## src/core/dfc_pkg.sv

```systemverilog
package dfc_pkg;

    // ********************************************************************
    // Bus and data widths
    // ********************************************************************
    localparam int DFC_DW = 32;
    localparam int DFC_AW = 6;
    localparam int DFC_W = 16;

    // ********************************************************************
    // Register byte offsets
    // ********************************************************************
    localparam logic [DFC_AW-1:0] DFC_OFF_CTRL = 6'h00;
    localparam logic [DFC_AW-1:0] DFC_OFF_BUS_FB1 = 6'h04;
    localparam logic [DFC_AW-1:0] DFC_OFF_BUS_FB2 = 6'h08;
    localparam logic [DFC_AW-1:0] DFC_OFF_SETPOINT1 = 6'h0c;
    localparam logic [DFC_AW-1:0] DFC_OFF_SETPOINT2 = 6'h10;
    localparam logic [DFC_AW-1:0] DFC_OFF_REF_MIN = 6'h14;
    localparam logic [DFC_AW-1:0] DFC_OFF_REF_MAX = 6'h18;
    localparam logic [DFC_AW-1:0] DFC_OFF_FB1 = 6'h1c;
    localparam logic [DFC_AW-1:0] DFC_OFF_FB2 = 6'h20;
    localparam logic [DFC_AW-1:0] DFC_OFF_FB_COMB = 6'h24;
    localparam logic [DFC_AW-1:0] DFC_OFF_REFERENCE = 6'h28;
    localparam logic [DFC_AW-1:0] DFC_OFF_ERROR = 6'h2c;
    localparam logic [DFC_AW-1:0] DFC_OFF_STATUS = 6'h30;

    // ********************************************************************
    // Modes and control layout
    // ********************************************************************
    typedef enum logic [2:0] {
        DFC_CMB_MIN = 3'h0,
        DFC_CMB_MAX = 3'h1,
        DFC_CMB_SUM = 3'h2,
        DFC_CMB_DIFF = 3'h3,
        DFC_CMB_AVG = 3'h4,
        DFC_CMB_ZONE_MIN = 3'h5,
        DFC_CMB_ZONE_MAX = 3'h6
    } dfc_combine_type;

    // Packed so that bit 0 is the transform and bit 6 the loop mode
    typedef struct packed {
        logic closed_loop;
        logic integrator_limit_hold_enable;
        logic regulation_direction_select;
        dfc_combine_type dual_feedback_combine_select;
        logic feedback_transform_select;
    } dfc_ctrl_type;

    typedef struct packed {
        logic limit_reached;
        logic signed [DFC_W-1:0] actual_freq;
    } dfc_drive_type;

    localparam logic [6:0] DFC_CTRL_RESET = 7'h22;
    localparam logic [DFC_W-1:0] DFC_SP_RESET = 16'h0000;
    localparam logic [DFC_W-1:0] DFC_BUS_FB_RESET = 16'h0000;
    localparam logic [DFC_W-1:0] DFC_REF_MIN_RESET = 16'h8000;
    localparam logic [DFC_W-1:0] DFC_REF_MAX_RESET = 16'h7fff;

    // ********************************************************************
    // Timing
    // ********************************************************************
    localparam int DFC_CLK_MHZ = 100;
    localparam int DFC_SAMPLE_NS = 10000;
    localparam int DFC_SAMPLE_CYC = DFC_SAMPLE_NS * DFC_CLK_MHZ / 1000;

endpackage : dfc_pkg

```

## src/core/dfc_combiner.sv

```systemverilog
// The register addresses and the Avalon-MM interface to the registers are this design's own decisions.
`timescale 1ns/1ps
// Contract
// Feedback one is bus feedback one plus scaled first voltage input.
// Feedback two is bus feedback two plus scaled second voltage input.
// Software must route both feedbacks to voltage inputs in two-zone modes.
// Transform code 0 passes each feedback unchanged.
// Transform code 1 replaces each feedback by its square root.
// Feedback transform and combination run in open and closed loop alike; in open loop, codes 5 and 6 always select feedback one.
// Resulting reference is remote reference plus setpoint one, compared to feedback.
// Combine code 0 regulates on the lesser feedback.
// Combine code 1, the reset value, regulates on the greater feedback.
// Combine code 2 regulates on the sum of both feedbacks.
// Combine code 3 regulates on feedback two minus feedback one.
// Combine code 4 regulates on the mean of both feedbacks.
// Code 5 forms both zone errors and selects the greater signed one.
// In code 5 the selected zone's setpoint is added to remote reference.
// Code 6 forms both zone errors and selects the smaller signed one.
// In code 6 the selected zone's setpoint is added to remote reference.
// Setpoint two only in closed loop two-zone; setpoints reset 0, clamped.
// Software should not enable square root while a two-zone mode is set.
// Direction 0 lowers frequency as feedback rises; 1 raises it.
// Hold enable 1 reloads integrator with actual frequency at any limit.
// A held integrator resumes once error is zero or changes sign.
// Hold enable 0 keeps integrating through limits.
// Arithmetic is signed and wide enough that sums never overflow.
module dfc_combiner #(
    parameter int W = dfc_pkg::DFC_W,
    parameter int SAMPLE_CYC = dfc_pkg::DFC_SAMPLE_CYC,
    parameter int IW = 28
) (
    input wire logic mclk_in,
    input wire logic rst_in,
    input wire logic [dfc_pkg::DFC_AW-1:0] avs_address_in,
    input wire logic avs_read_in,
    input wire logic avs_write_in,
    input wire logic [dfc_pkg::DFC_DW-1:0] avs_writedata_in,
    input wire logic [3:0] avs_byteenable_in,
    output logic [dfc_pkg::DFC_DW-1:0] avs_readdata_out,
    output logic avs_waitrequest_out,
    input wire logic signed [W-1:0] analog1_in,
    input wire logic signed [W-1:0] analog2_in,
    input wire logic signed [W-1:0] remote_ref_in,
    input wire dfc_pkg::dfc_drive_type drive_in,
    output logic signed [W+3:0] feedback_out,
    output logic signed [W+3:0] reference_out,
    output logic signed [W+3:0] error_out,
    output logic signed [IW-1:0] integrator_out,
    output logic zone_two_out,
    output logic windup_hold_out
);
    import dfc_pkg::*;

    localparam int I = W + 4;
    localparam int CW = $clog2(SAMPLE_CYC + 1);
    localparam logic [CW-1:0] SAMPLE_LAST = CW'(SAMPLE_CYC - 1);

    // ********************************************************************
    // Helpers
    // ********************************************************************
    function automatic logic signed [I-1:0] dfc_ext(input logic [W-1:0] v);
        dfc_ext = I'(signed'(v));
    endfunction : dfc_ext

    // Integer square root, negative input gives zero
    function automatic logic signed [I-1:0] dfc_sqrt(input logic signed [I-1:0] v);
        logic [I-1:0] res;
        logic [I-1:0] trial;
        logic [2*I-1:0] sq;
        res = '0;
        trial = '0;
        sq = '0;
        if (v > 0) begin
            for (int k = I / 2 - 1; k >= 0; k--) begin
                trial = res | (I'(1) << k);
                sq = trial * trial;
                if (sq <= (2*I)'(unsigned'(v))) begin
                    res = trial;
                end
            end
        end
        dfc_sqrt = signed'(res);
    endfunction : dfc_sqrt

    function automatic logic signed [I-1:0] dfc_clamp(input logic signed [I-1:0] v,
                                                      input logic signed [I-1:0] lo,
                                                      input logic signed [I-1:0] hi);
        if (v < lo) begin
            dfc_clamp = lo;
        end else if (v > hi) begin
            dfc_clamp = hi;
        end else begin
            dfc_clamp = v;
        end
    endfunction : dfc_clamp

    function automatic logic [W-1:0] dfc_merge(input logic [W-1:0] old,
                                               input logic [DFC_DW-1:0] wd,
                                               input logic [3:0] be);
        dfc_merge = old;
        if (be[0]) begin
            dfc_merge[7:0] = wd[7:0];
        end
        if (be[1]) begin
            dfc_merge[W-1:8] = wd[W-1:8];
        end
    endfunction : dfc_merge

    // ********************************************************************
    // Register bus
    // ********************************************************************
    dfc_ctrl_type ctrl;
    logic [W-1:0] bus_fb1;
    logic [W-1:0] bus_fb2;
    logic [W-1:0] setpoint1;
    logic [W-1:0] setpoint2;
    logic [W-1:0] ref_min;
    logic [W-1:0] ref_max;
    logic bus_ack;
    logic wr_take;

    // One wait state: data is ready at the edge waitrequest is low
    assign avs_waitrequest_out = (avs_read_in | avs_write_in) & ~bus_ack;
    assign wr_take = avs_write_in & bus_ack;

    always_ff @(posedge mclk_in or posedge rst_in) begin
        if (rst_in) begin
            bus_ack <= 1'b0;
        end else begin
            bus_ack <= (avs_read_in | avs_write_in) & ~bus_ack;
        end
    end

    always_ff @(posedge mclk_in or posedge rst_in) begin
        if (rst_in) begin
            ctrl <= dfc_ctrl_type'(DFC_CTRL_RESET);
            bus_fb1 <= DFC_BUS_FB_RESET;
            bus_fb2 <= DFC_BUS_FB_RESET;
            setpoint1 <= DFC_SP_RESET;
            setpoint2 <= DFC_SP_RESET;
            ref_min <= DFC_REF_MIN_RESET;
            ref_max <= DFC_REF_MAX_RESET;
        end else if (wr_take) begin
            case ({avs_address_in[DFC_AW-1:2], 2'b00})
                DFC_OFF_CTRL: begin
                    if (avs_byteenable_in[0]) begin
                        ctrl <= dfc_ctrl_type'(avs_writedata_in[6:0]);
                    end
                end
                DFC_OFF_BUS_FB1: begin
                    bus_fb1 <= dfc_merge(bus_fb1, avs_writedata_in, avs_byteenable_in);
                end
                DFC_OFF_BUS_FB2: begin
                    bus_fb2 <= dfc_merge(bus_fb2, avs_writedata_in, avs_byteenable_in);
                end
                DFC_OFF_SETPOINT1: begin
                    setpoint1 <= dfc_merge(setpoint1, avs_writedata_in, avs_byteenable_in);
                end
                DFC_OFF_SETPOINT2: begin
                    setpoint2 <= dfc_merge(setpoint2, avs_writedata_in, avs_byteenable_in);
                end
                DFC_OFF_REF_MIN: begin
                    ref_min <= dfc_merge(ref_min, avs_writedata_in, avs_byteenable_in);
                end
                DFC_OFF_REF_MAX: begin
                    ref_max <= dfc_merge(ref_max, avs_writedata_in, avs_byteenable_in);
                end
                default: begin
                end
            endcase
        end
    end

    // ********************************************************************
    // Feedback forming and transform
    // ********************************************************************
    logic signed [I-1:0] raw_fb1;
    logic signed [I-1:0] raw_fb2;
    logic signed [I-1:0] fb1;
    logic signed [I-1:0] fb2;

    // No loop-mode gating here so open loop can still display feedback
    always_comb begin
        raw_fb1 = dfc_ext(bus_fb1) + dfc_ext(analog1_in);
        raw_fb2 = dfc_ext(bus_fb2) + dfc_ext(analog2_in);
        if (ctrl.feedback_transform_select) begin
            fb1 = dfc_sqrt(raw_fb1);
            fb2 = dfc_sqrt(raw_fb2);
        end else begin
            fb1 = raw_fb1;
            fb2 = raw_fb2;
        end
    end

    // ********************************************************************
    // Combination and setpoint selection
    // ********************************************************************
    logic signed [I-1:0] sp1c;
    logic signed [I-1:0] sp2c;
    logic signed [I-1:0] err1;
    logic signed [I-1:0] err2;
    logic signed [I-1:0] fb_sum;
    logic signed [I-1:0] next_fb;
    logic signed [I-1:0] next_ref;
    logic signed [I-1:0] next_err;
    logic signed [I-1:0] raw_err;
    logic next_zone_two;

    always_comb begin
        sp1c = dfc_clamp(dfc_ext(setpoint1), dfc_ext(ref_min), dfc_ext(ref_max));
        sp2c = dfc_clamp(dfc_ext(setpoint2), dfc_ext(ref_min), dfc_ext(ref_max));
        err1 = sp1c - fb1;
        err2 = sp2c - fb2;
        fb_sum = fb1 + fb2;
        next_zone_two = 1'b0;
        case (ctrl.dual_feedback_combine_select)
            DFC_CMB_MIN: begin
                next_fb = (fb1 < fb2) ? fb1 : fb2;
            end
            DFC_CMB_MAX: begin
                next_fb = (fb1 > fb2) ? fb1 : fb2;
            end
            DFC_CMB_SUM: begin
                next_fb = fb_sum;
            end
            DFC_CMB_DIFF: begin
                next_fb = fb2 - fb1;
            end
            DFC_CMB_AVG: begin
                next_fb = fb_sum >>> 1;
            end
            DFC_CMB_ZONE_MIN: begin
                // Signed compare: a positive error always beats a negative one
                next_zone_two = ctrl.closed_loop & (err2 > err1);
                next_fb = next_zone_two ? fb2 : fb1;
            end
            DFC_CMB_ZONE_MAX: begin
                next_zone_two = ctrl.closed_loop & (err2 < err1);
                next_fb = next_zone_two ? fb2 : fb1;
            end
            default: begin
                next_fb = (fb1 > fb2) ? fb1 : fb2;
            end
        endcase
        next_ref = dfc_ext(remote_ref_in) + (next_zone_two ? sp2c : sp1c);
        raw_err = next_ref - next_fb;
        // Normal: rising feedback shrinks the error and so the frequency
        next_err = ctrl.regulation_direction_select ? -raw_err : raw_err;
    end

    always_ff @(posedge mclk_in or posedge rst_in) begin
        if (rst_in) begin
            feedback_out <= '0;
            reference_out <= '0;
            error_out <= '0;
            zone_two_out <= 1'b0;
        end else begin
            feedback_out <= next_fb;
            reference_out <= next_ref;
            error_out <= next_err;
            zone_two_out <= next_zone_two;
        end
    end

    // ********************************************************************
    // Sample rate divider
    // ********************************************************************
    logic [CW-1:0] div_cnt;
    logic sample_en;

    assign sample_en = (div_cnt == SAMPLE_LAST);

    always_ff @(posedge mclk_in or posedge rst_in) begin
        if (rst_in) begin
            div_cnt <= '0;
        end else if (sample_en) begin
            div_cnt <= '0;
        end else begin
            div_cnt <= div_cnt + CW'(1);
        end
    end

    // ********************************************************************
    // Integrator with limit hold
    // ********************************************************************
    typedef enum logic [1:0] {
        DFC_AW_RUN = 2'b00,
        DFC_AW_HOLD = 2'b01
    } dfc_aw_state_type;

    dfc_aw_state_type aw_state;
    logic hold_sign;
    logic err_sign;
    logic err_zero;

    assign err_sign = error_out[I-1];
    assign err_zero = (error_out == '0);

    always_ff @(posedge mclk_in or posedge rst_in) begin
        if (rst_in) begin
            aw_state <= DFC_AW_RUN;
            hold_sign <= 1'b0;
            integrator_out <= '0;
        end else if (sample_en) begin
            case (aw_state)
                DFC_AW_RUN: begin
                    if (ctrl.integrator_limit_hold_enable && drive_in.limit_reached) begin
                        integrator_out <= IW'(drive_in.actual_freq);
                        hold_sign <= err_sign;
                        aw_state <= DFC_AW_HOLD;
                    end else begin
                        // Without hold the sum winds through limits
                        integrator_out <= integrator_out + IW'(error_out);
                    end
                end
                DFC_AW_HOLD: begin
                    if (drive_in.limit_reached && ctrl.integrator_limit_hold_enable) begin
                        integrator_out <= IW'(drive_in.actual_freq);
                    end
                    if (!ctrl.integrator_limit_hold_enable) begin
                        aw_state <= DFC_AW_RUN;
                    end else if (err_zero || (err_sign != hold_sign)) begin
                        aw_state <= DFC_AW_RUN;
                    end
                end
                default: begin
                    aw_state <= DFC_AW_RUN;
                end
            endcase
        end
    end

    assign windup_hold_out = (aw_state == DFC_AW_HOLD);

    // ********************************************************************
    // Read data
    // ********************************************************************
    logic [DFC_DW-1:0] next_rdata;

    always_comb begin
        next_rdata = '0;
        case ({avs_address_in[DFC_AW-1:2], 2'b00})
            DFC_OFF_CTRL: next_rdata = DFC_DW'(ctrl);
            DFC_OFF_BUS_FB1: next_rdata = DFC_DW'(bus_fb1);
            DFC_OFF_BUS_FB2: next_rdata = DFC_DW'(bus_fb2);
            DFC_OFF_SETPOINT1: next_rdata = DFC_DW'(setpoint1);
            DFC_OFF_SETPOINT2: next_rdata = DFC_DW'(setpoint2);
            DFC_OFF_REF_MIN: next_rdata = DFC_DW'(ref_min);
            DFC_OFF_REF_MAX: next_rdata = DFC_DW'(ref_max);
            DFC_OFF_FB1: next_rdata = DFC_DW'(unsigned'(fb1));
            DFC_OFF_FB2: next_rdata = DFC_DW'(unsigned'(fb2));
            DFC_OFF_FB_COMB: next_rdata = DFC_DW'(unsigned'(feedback_out));
            DFC_OFF_REFERENCE: next_rdata = DFC_DW'(unsigned'(reference_out));
            DFC_OFF_ERROR: next_rdata = DFC_DW'(unsigned'(error_out));
            DFC_OFF_STATUS: next_rdata = DFC_DW'({windup_hold_out, zone_two_out});
            default: next_rdata = '0;
        endcase
    end

    // Captured in the wait cycle so it stands at the completing edge
    always_ff @(posedge mclk_in or posedge rst_in) begin
        if (rst_in) begin
            avs_readdata_out <= '0;
        end else if (avs_read_in && !bus_ack) begin
            avs_readdata_out <= next_rdata;
        end
    end

endmodule : dfc_combiner

```

## config.mk

```make
export PLATFORM = sky130hd
export DESIGN_NAME = dfc_combiner
export DESIGN_NICKNAME = d
export VERILOG_FILES = /design/src/core/dfc_pkg.sv /design/src/core/dfc_combiner.sv
export SDC_FILE = /design/constraint.sdc
export NUM_CORES = 2
export LEC_CHECK = 0
export ABC_AREA = 1
export ABC_CLOCK_PERIOD_IN_PS = 51800
export CAP_MARGIN = 25
export CORE_MARGIN = 2
export CORE_UTILIZATION = 68
export CTS_CLUSTER_DIAMETER = 40
export CTS_CLUSTER_SIZE = 25
export DETAILED_ROUTE_END_ITERATION = 16
export DONT_BUFFER_PORTS = 1
export PLACE_DENSITY = 0.84
export SLEW_MARGIN = 40
export SYNTH_ARGS = -nofsm -noshare
export SYNTH_HDL_FRONTEND = slang
export SYNTH_SLANG_ARGS = --single-unit
```

## constraint.sdc

```tcl
create_clock -name mclk_in -period 51.8 [get_ports mclk_in]
set_input_delay 10.36 -clock mclk_in [delete_from_list [all_inputs] [get_ports mclk_in]]
set_output_delay 10.36 -clock mclk_in [all_outputs]
set_load 0.03 [all_outputs]
```

==> results of run 1 <==
[Yosys cell counts (22+ instances only)]
master and number:
inv_1 1039, nand2_1 1006, ha_1 926, a21oi_1 338, o21ai_0 334, nor2_1 295, fa_1 227, dfrtp_1 207
nand3_1 177, xor2_1 171, clkbuf_1 79, xnor2_1 66, nand4_1 57, o21bai_1 53, nor3_1 48, o211ai_1 28
a221oi_1 26, nand2_2 26, nor4_1 25, o22ai_1 25, a21boi_0 22
[timing repair]
action | 4_1_cts
resized for setup | 120
pin swaps | 57
hold buffers | 0
endpoints found under the hold margin | 0
endpoints found under the setup margin | 51
setup buffers | 26
[per-stage QoR]
step	hold WS (ns)	instance area (um^2)	std cells
after floorplan	0.4329	41770	5515
after global placement	0.4449	47630	6900
after detailed placement	0.4628	47650	6900
after CTS	0.4742	49190	6962
[layer usage]
layer  global-route usage, %  overflow
met1                   72.67         7
met2                   91.10        62
met3                   58.01         6
met4                   70.82        43
met5                   30.27         1
[logic make-up after synthesis]
group / after synthesis / share of synthesized area, %
XOR/XNOR: 241 / 5.144
adder cells (fa/ha/maj): 1153 / 38.76
flip-flops: 225 / 13.58
multiplexers: 1 / 0.02405
other: 1 / 0.009010
AND/OR/NAND/NOR: 1724 / 17.82
buffers and inverters: 1165 / 10.68
AO/OA/AOI/OAI: 986 / 13.98
==> flow_summary.toml, run 1 <==
[grt]
grt_max_degree = 87
grt_overflow = 119
grtUsageTotal_pct = 73.24

[logic_synthesis]
syn-mean-instance-area_um2 = 7.573
async_flop_share_pct = 100.0
syn_area_um2 = 41620
synthTopCellsByArea = "ha_1 28%, dfrtp_1 12%, fa_1 11%"
synth_edf_count = 0
yosys.area.top_type = "ha_1"
synth_top_area_share_pct = 27.84
netlist_instances = 5496
synth_cell_types = 77
ys_seq_elements = 225
yosysWarnings = 0
synthFlopType = "dfrtp_1"
synth_seq_area_share_pct = 13.58

[outcome]
status = "did not finish"
error = "[ERROR GRT-0232] Routing congestion too high. Check the congestion heatmap in the GUI."
haltStage = "global routing (5_1_grt)"

[floorplan]
ioPinCount = 234
die_h_um = 251.4
die_width_um = 251.4
floorplan.initialDensity_pct = 68.83
rows = 90

[clock_tree]
htreeDepth = 1
cts_buffer_depth = 3
cts_root_buffer = "clkbuf_16"
clkSinkCount = 225
cts_buffers = 20

[placed_design]
routabilityCongestion = 1.105
io_buffer_count = 0
dp_hpwl_mm = 116.0
place_ws_ns = -3.646

[sta]
crit_endpoint = "error_out[19]$_DFF_PP0_/D"
worst-ep-kind = "register input"
==> run 2: changes to the inputs <==
--- a/config.mk
+++ b/config.mk
@@ -9,12 +9,10 @@
 export ABC_CLOCK_PERIOD_IN_PS = 51800
 export CAP_MARGIN = 25
 export CORE_MARGIN = 2
-export CORE_UTILIZATION = 68
-export CTS_CLUSTER_DIAMETER = 40
-export CTS_CLUSTER_SIZE = 25
+export CORE_UTILIZATION = 40
 export DETAILED_ROUTE_END_ITERATION = 16
 export DONT_BUFFER_PORTS = 1
-export PLACE_DENSITY = 0.84
+export PLACE_DENSITY_LB_ADDON = 0.15
 export SLEW_MARGIN = 40
 export SYNTH_ARGS = -nofsm -noshare
 export SYNTH_HDL_FRONTEND = slang
==> run 2 against run 1 <==
Synthesized area did not move; synthesized cell count is the same; the flow now finishes without violations.
==> flow_summary.toml, run 2 <==
[outcome]
status = "completed"

[logic_synthesis]
synthFlopType = "dfrtp_1"
netlist_instances = 5496
synth_edf_count = 0
synth_cell_types = 77
yosysWarnings = 0
synth_seq_area_share_pct = 13.58
syn_area_um2 = 41620
synth_most_common_cell = "inv_1"
syn-mean-instance-area_um2 = 7.573
ys_seq_elements = 225
synthTopCellsByCount = "1039 x inv_1, 1006 x nand2_1, 926 x ha_1"
synthTopCellsByArea = "ha_1 28%, dfrtp_1 12%, fa_1 11%"
async_flop_share_pct = 100.0
synth_top_area_share_pct = 27.84
yosys.area.top_type = "ha_1"

[routing]
vias = 39560
vias_per_cell = 5.090
wl_mm = 147.1
wl_per_cell_um = 18.92
ant_nets = 0
dr.pass1.iters = 5
drc = 0
drt-initial-drc-count = 2254

[sta]
worst_pin_slew_ns = 0.8304
fin_crit_ns = 51.14
rsz0062_at_grt = "true"
fin_crit_sh_pct = 98.73
slew_violations = 0
clock.fmax_mhz = 19.55
max-slew-margin-rel_pct = 44.14
whs_ns = 0.4700
setup_viol = 0
finClkSkew_ns = 0.03505
hold_viol = 0

[clock_tree]
clkSinkCount = 225
cts_buffer_depth = 3
cts_root_buffer = "clkbuf_16"
clkSlewWorstSetupHoldPaths_ns = 0.07
cts_buffers = 24
clkLatencyLatePin_ns = 0.58
cts_hold_buf = 0
htreeDepth = 1
cts_tree = "yes"

[floorplan]
die_width_um = 326.6
die_area_um2 = 106600
floorplan.initialDensity_pct = 40.27
die_h_um = 326.6
core_um2 = 103300
rows = 118
ioPinCount = 234

[hold_path]
hp-class = "register to register"

[worst_setup_path]
cp.required_ns = 52.24
critPathCaptureType = "register"
cpMaxStageDelayCell = "fa_2"
crit_fanout = 6
cpMostUsedCell = "ha_4"
criticalPathCategory = "input pin to register"
worst_ep_arrival_time_ns = 51.59
cpPeakStageDelay_ns = 0.58
critPathLaunchType = "input pin"

[finish]
drive_gt1_share_pct = 24.30
fin_nets = 7636
largest_register_ffs = 28
final_common_cell = "inv_1"
final_cell_mix = "1010 x inv_1, 968 x nand2_1, 917 x buf_4, 813 x ha_1, 289 x o21ai_0"
syn_to_final_growth_pct = 28.69
regMostFlops = "integrator_out"

[grt]
grt_pass1_vias = 39330
grt_pass1_wl_mm = 226.7
grt_max_degree = 101
antenna_found_initial = 7
grtUsageTotal_pct = 27.18
grt_overflow = 0

[placed_design]
io_buffer_count = 0
routabilityCongestion = 0.9703
dp_hpwl_mm = 121.0

[job]
drv_cap = 0
## run 2: metal layers
layer | up-vias | GRT usage (%) | wire length [um]
met5 | - | 0 | 37
met4 | 6 | 10.35 | 6305
met3 | 205 | 3.322 | 7212
met2 | 901 | 45.26 | 67930
met1 | 18650 | 35.94 | 65570
li1 | 19800 | - | -
## run 2: cell type report
type                            count  area (um^2)
Antenna cell                        2        5.005
Clock buffer                       31        656.9
Clock inverter                     13        127.6
Fill cell                       10210        49790
Inverter                         1058         3998
Multi-Input combinational cell   4125        34270
Sequential cell                   225         5653
Tap cell                         1380         1727
Timing Repair Buffer              938         7123
## run 2: repair_timing
item,CTS,global route
setup endpoints to repair,38,58
pin swaps,134,337
gates resized for setup,217,323
cloned,0,0
setup buffers,89,43
## run 2: cell families (layout without fill, tap and decap cells)
group | Yosys count | count (layout) | share of synthesized area [%]
and+or+nand+nor | 1724 | 1724 | 17.82
DFF | 225 | 225 | 13.58
muxes | 1 | 1 | 0.02405
buffers and inverters | 1165 | 2040 | 10.68
adders and majority gates | 1153 | 1153 | 38.76
AOI/OAI and AO/OA | 986 | 986 | 13.98
other | 1 | 22 | 0.009010
xor gates and xnor gates | 241 | 241 | 5.144
## run 2: final timing paths
kind / endpoint / cells past startpoint / from / slack (ns)
worst max-delay path: error_out[15] / 252 / analog1_in[0] / 0.66
worst min-delay path: div_cnt[0] / 1 / div_cnt[0] / 0.47
worst max register to register: error_out[15] / 252 / bus_fb1[0] / 9.81
worst min register to register: div_cnt[0] / 1 / div_cnt[0] / 0.47
max in group asynchronous: error_out[7] / 3 / rst_in / 40.38
min in group asynchronous: setpoint1[1] / 1 / rst_in / 9.72
## run 2: critical path, delay by kind of cell
family / cells / cell delay (ns)
AO/OA/AOI/OAI: 47 / 6.37
buffers and inverters: 54 / 4.65
AND/OR/NAND/NOR: 79 / 8.89
multiplexers: 1 / 0.40
XOR/XNOR: 12 / 1.81
adder cells (fa/ha/maj): 59 / 19.03
## run 2: stage by stage
stage	cells	worst slack, ns	instance area [um^2]	TNS, ns	util (%)
global route	7771	-1.701	53560	-19.97	51.82
floorplan	5515	0.02478	41770	0	-
finish	7772	0.6592	53560	0	51.82
CTS	7730	-0.2187	51600	-0.8010	49.93
detailed placement	7597	-3.302	49150	-70.25	47.56
global placement	7596	-3.083	49130	-61.53	47.53
Power of run 2 is left out: the tool's default activity adds up to more than one toggle a clock period on the data nets, which glitch-free logic cannot reach.
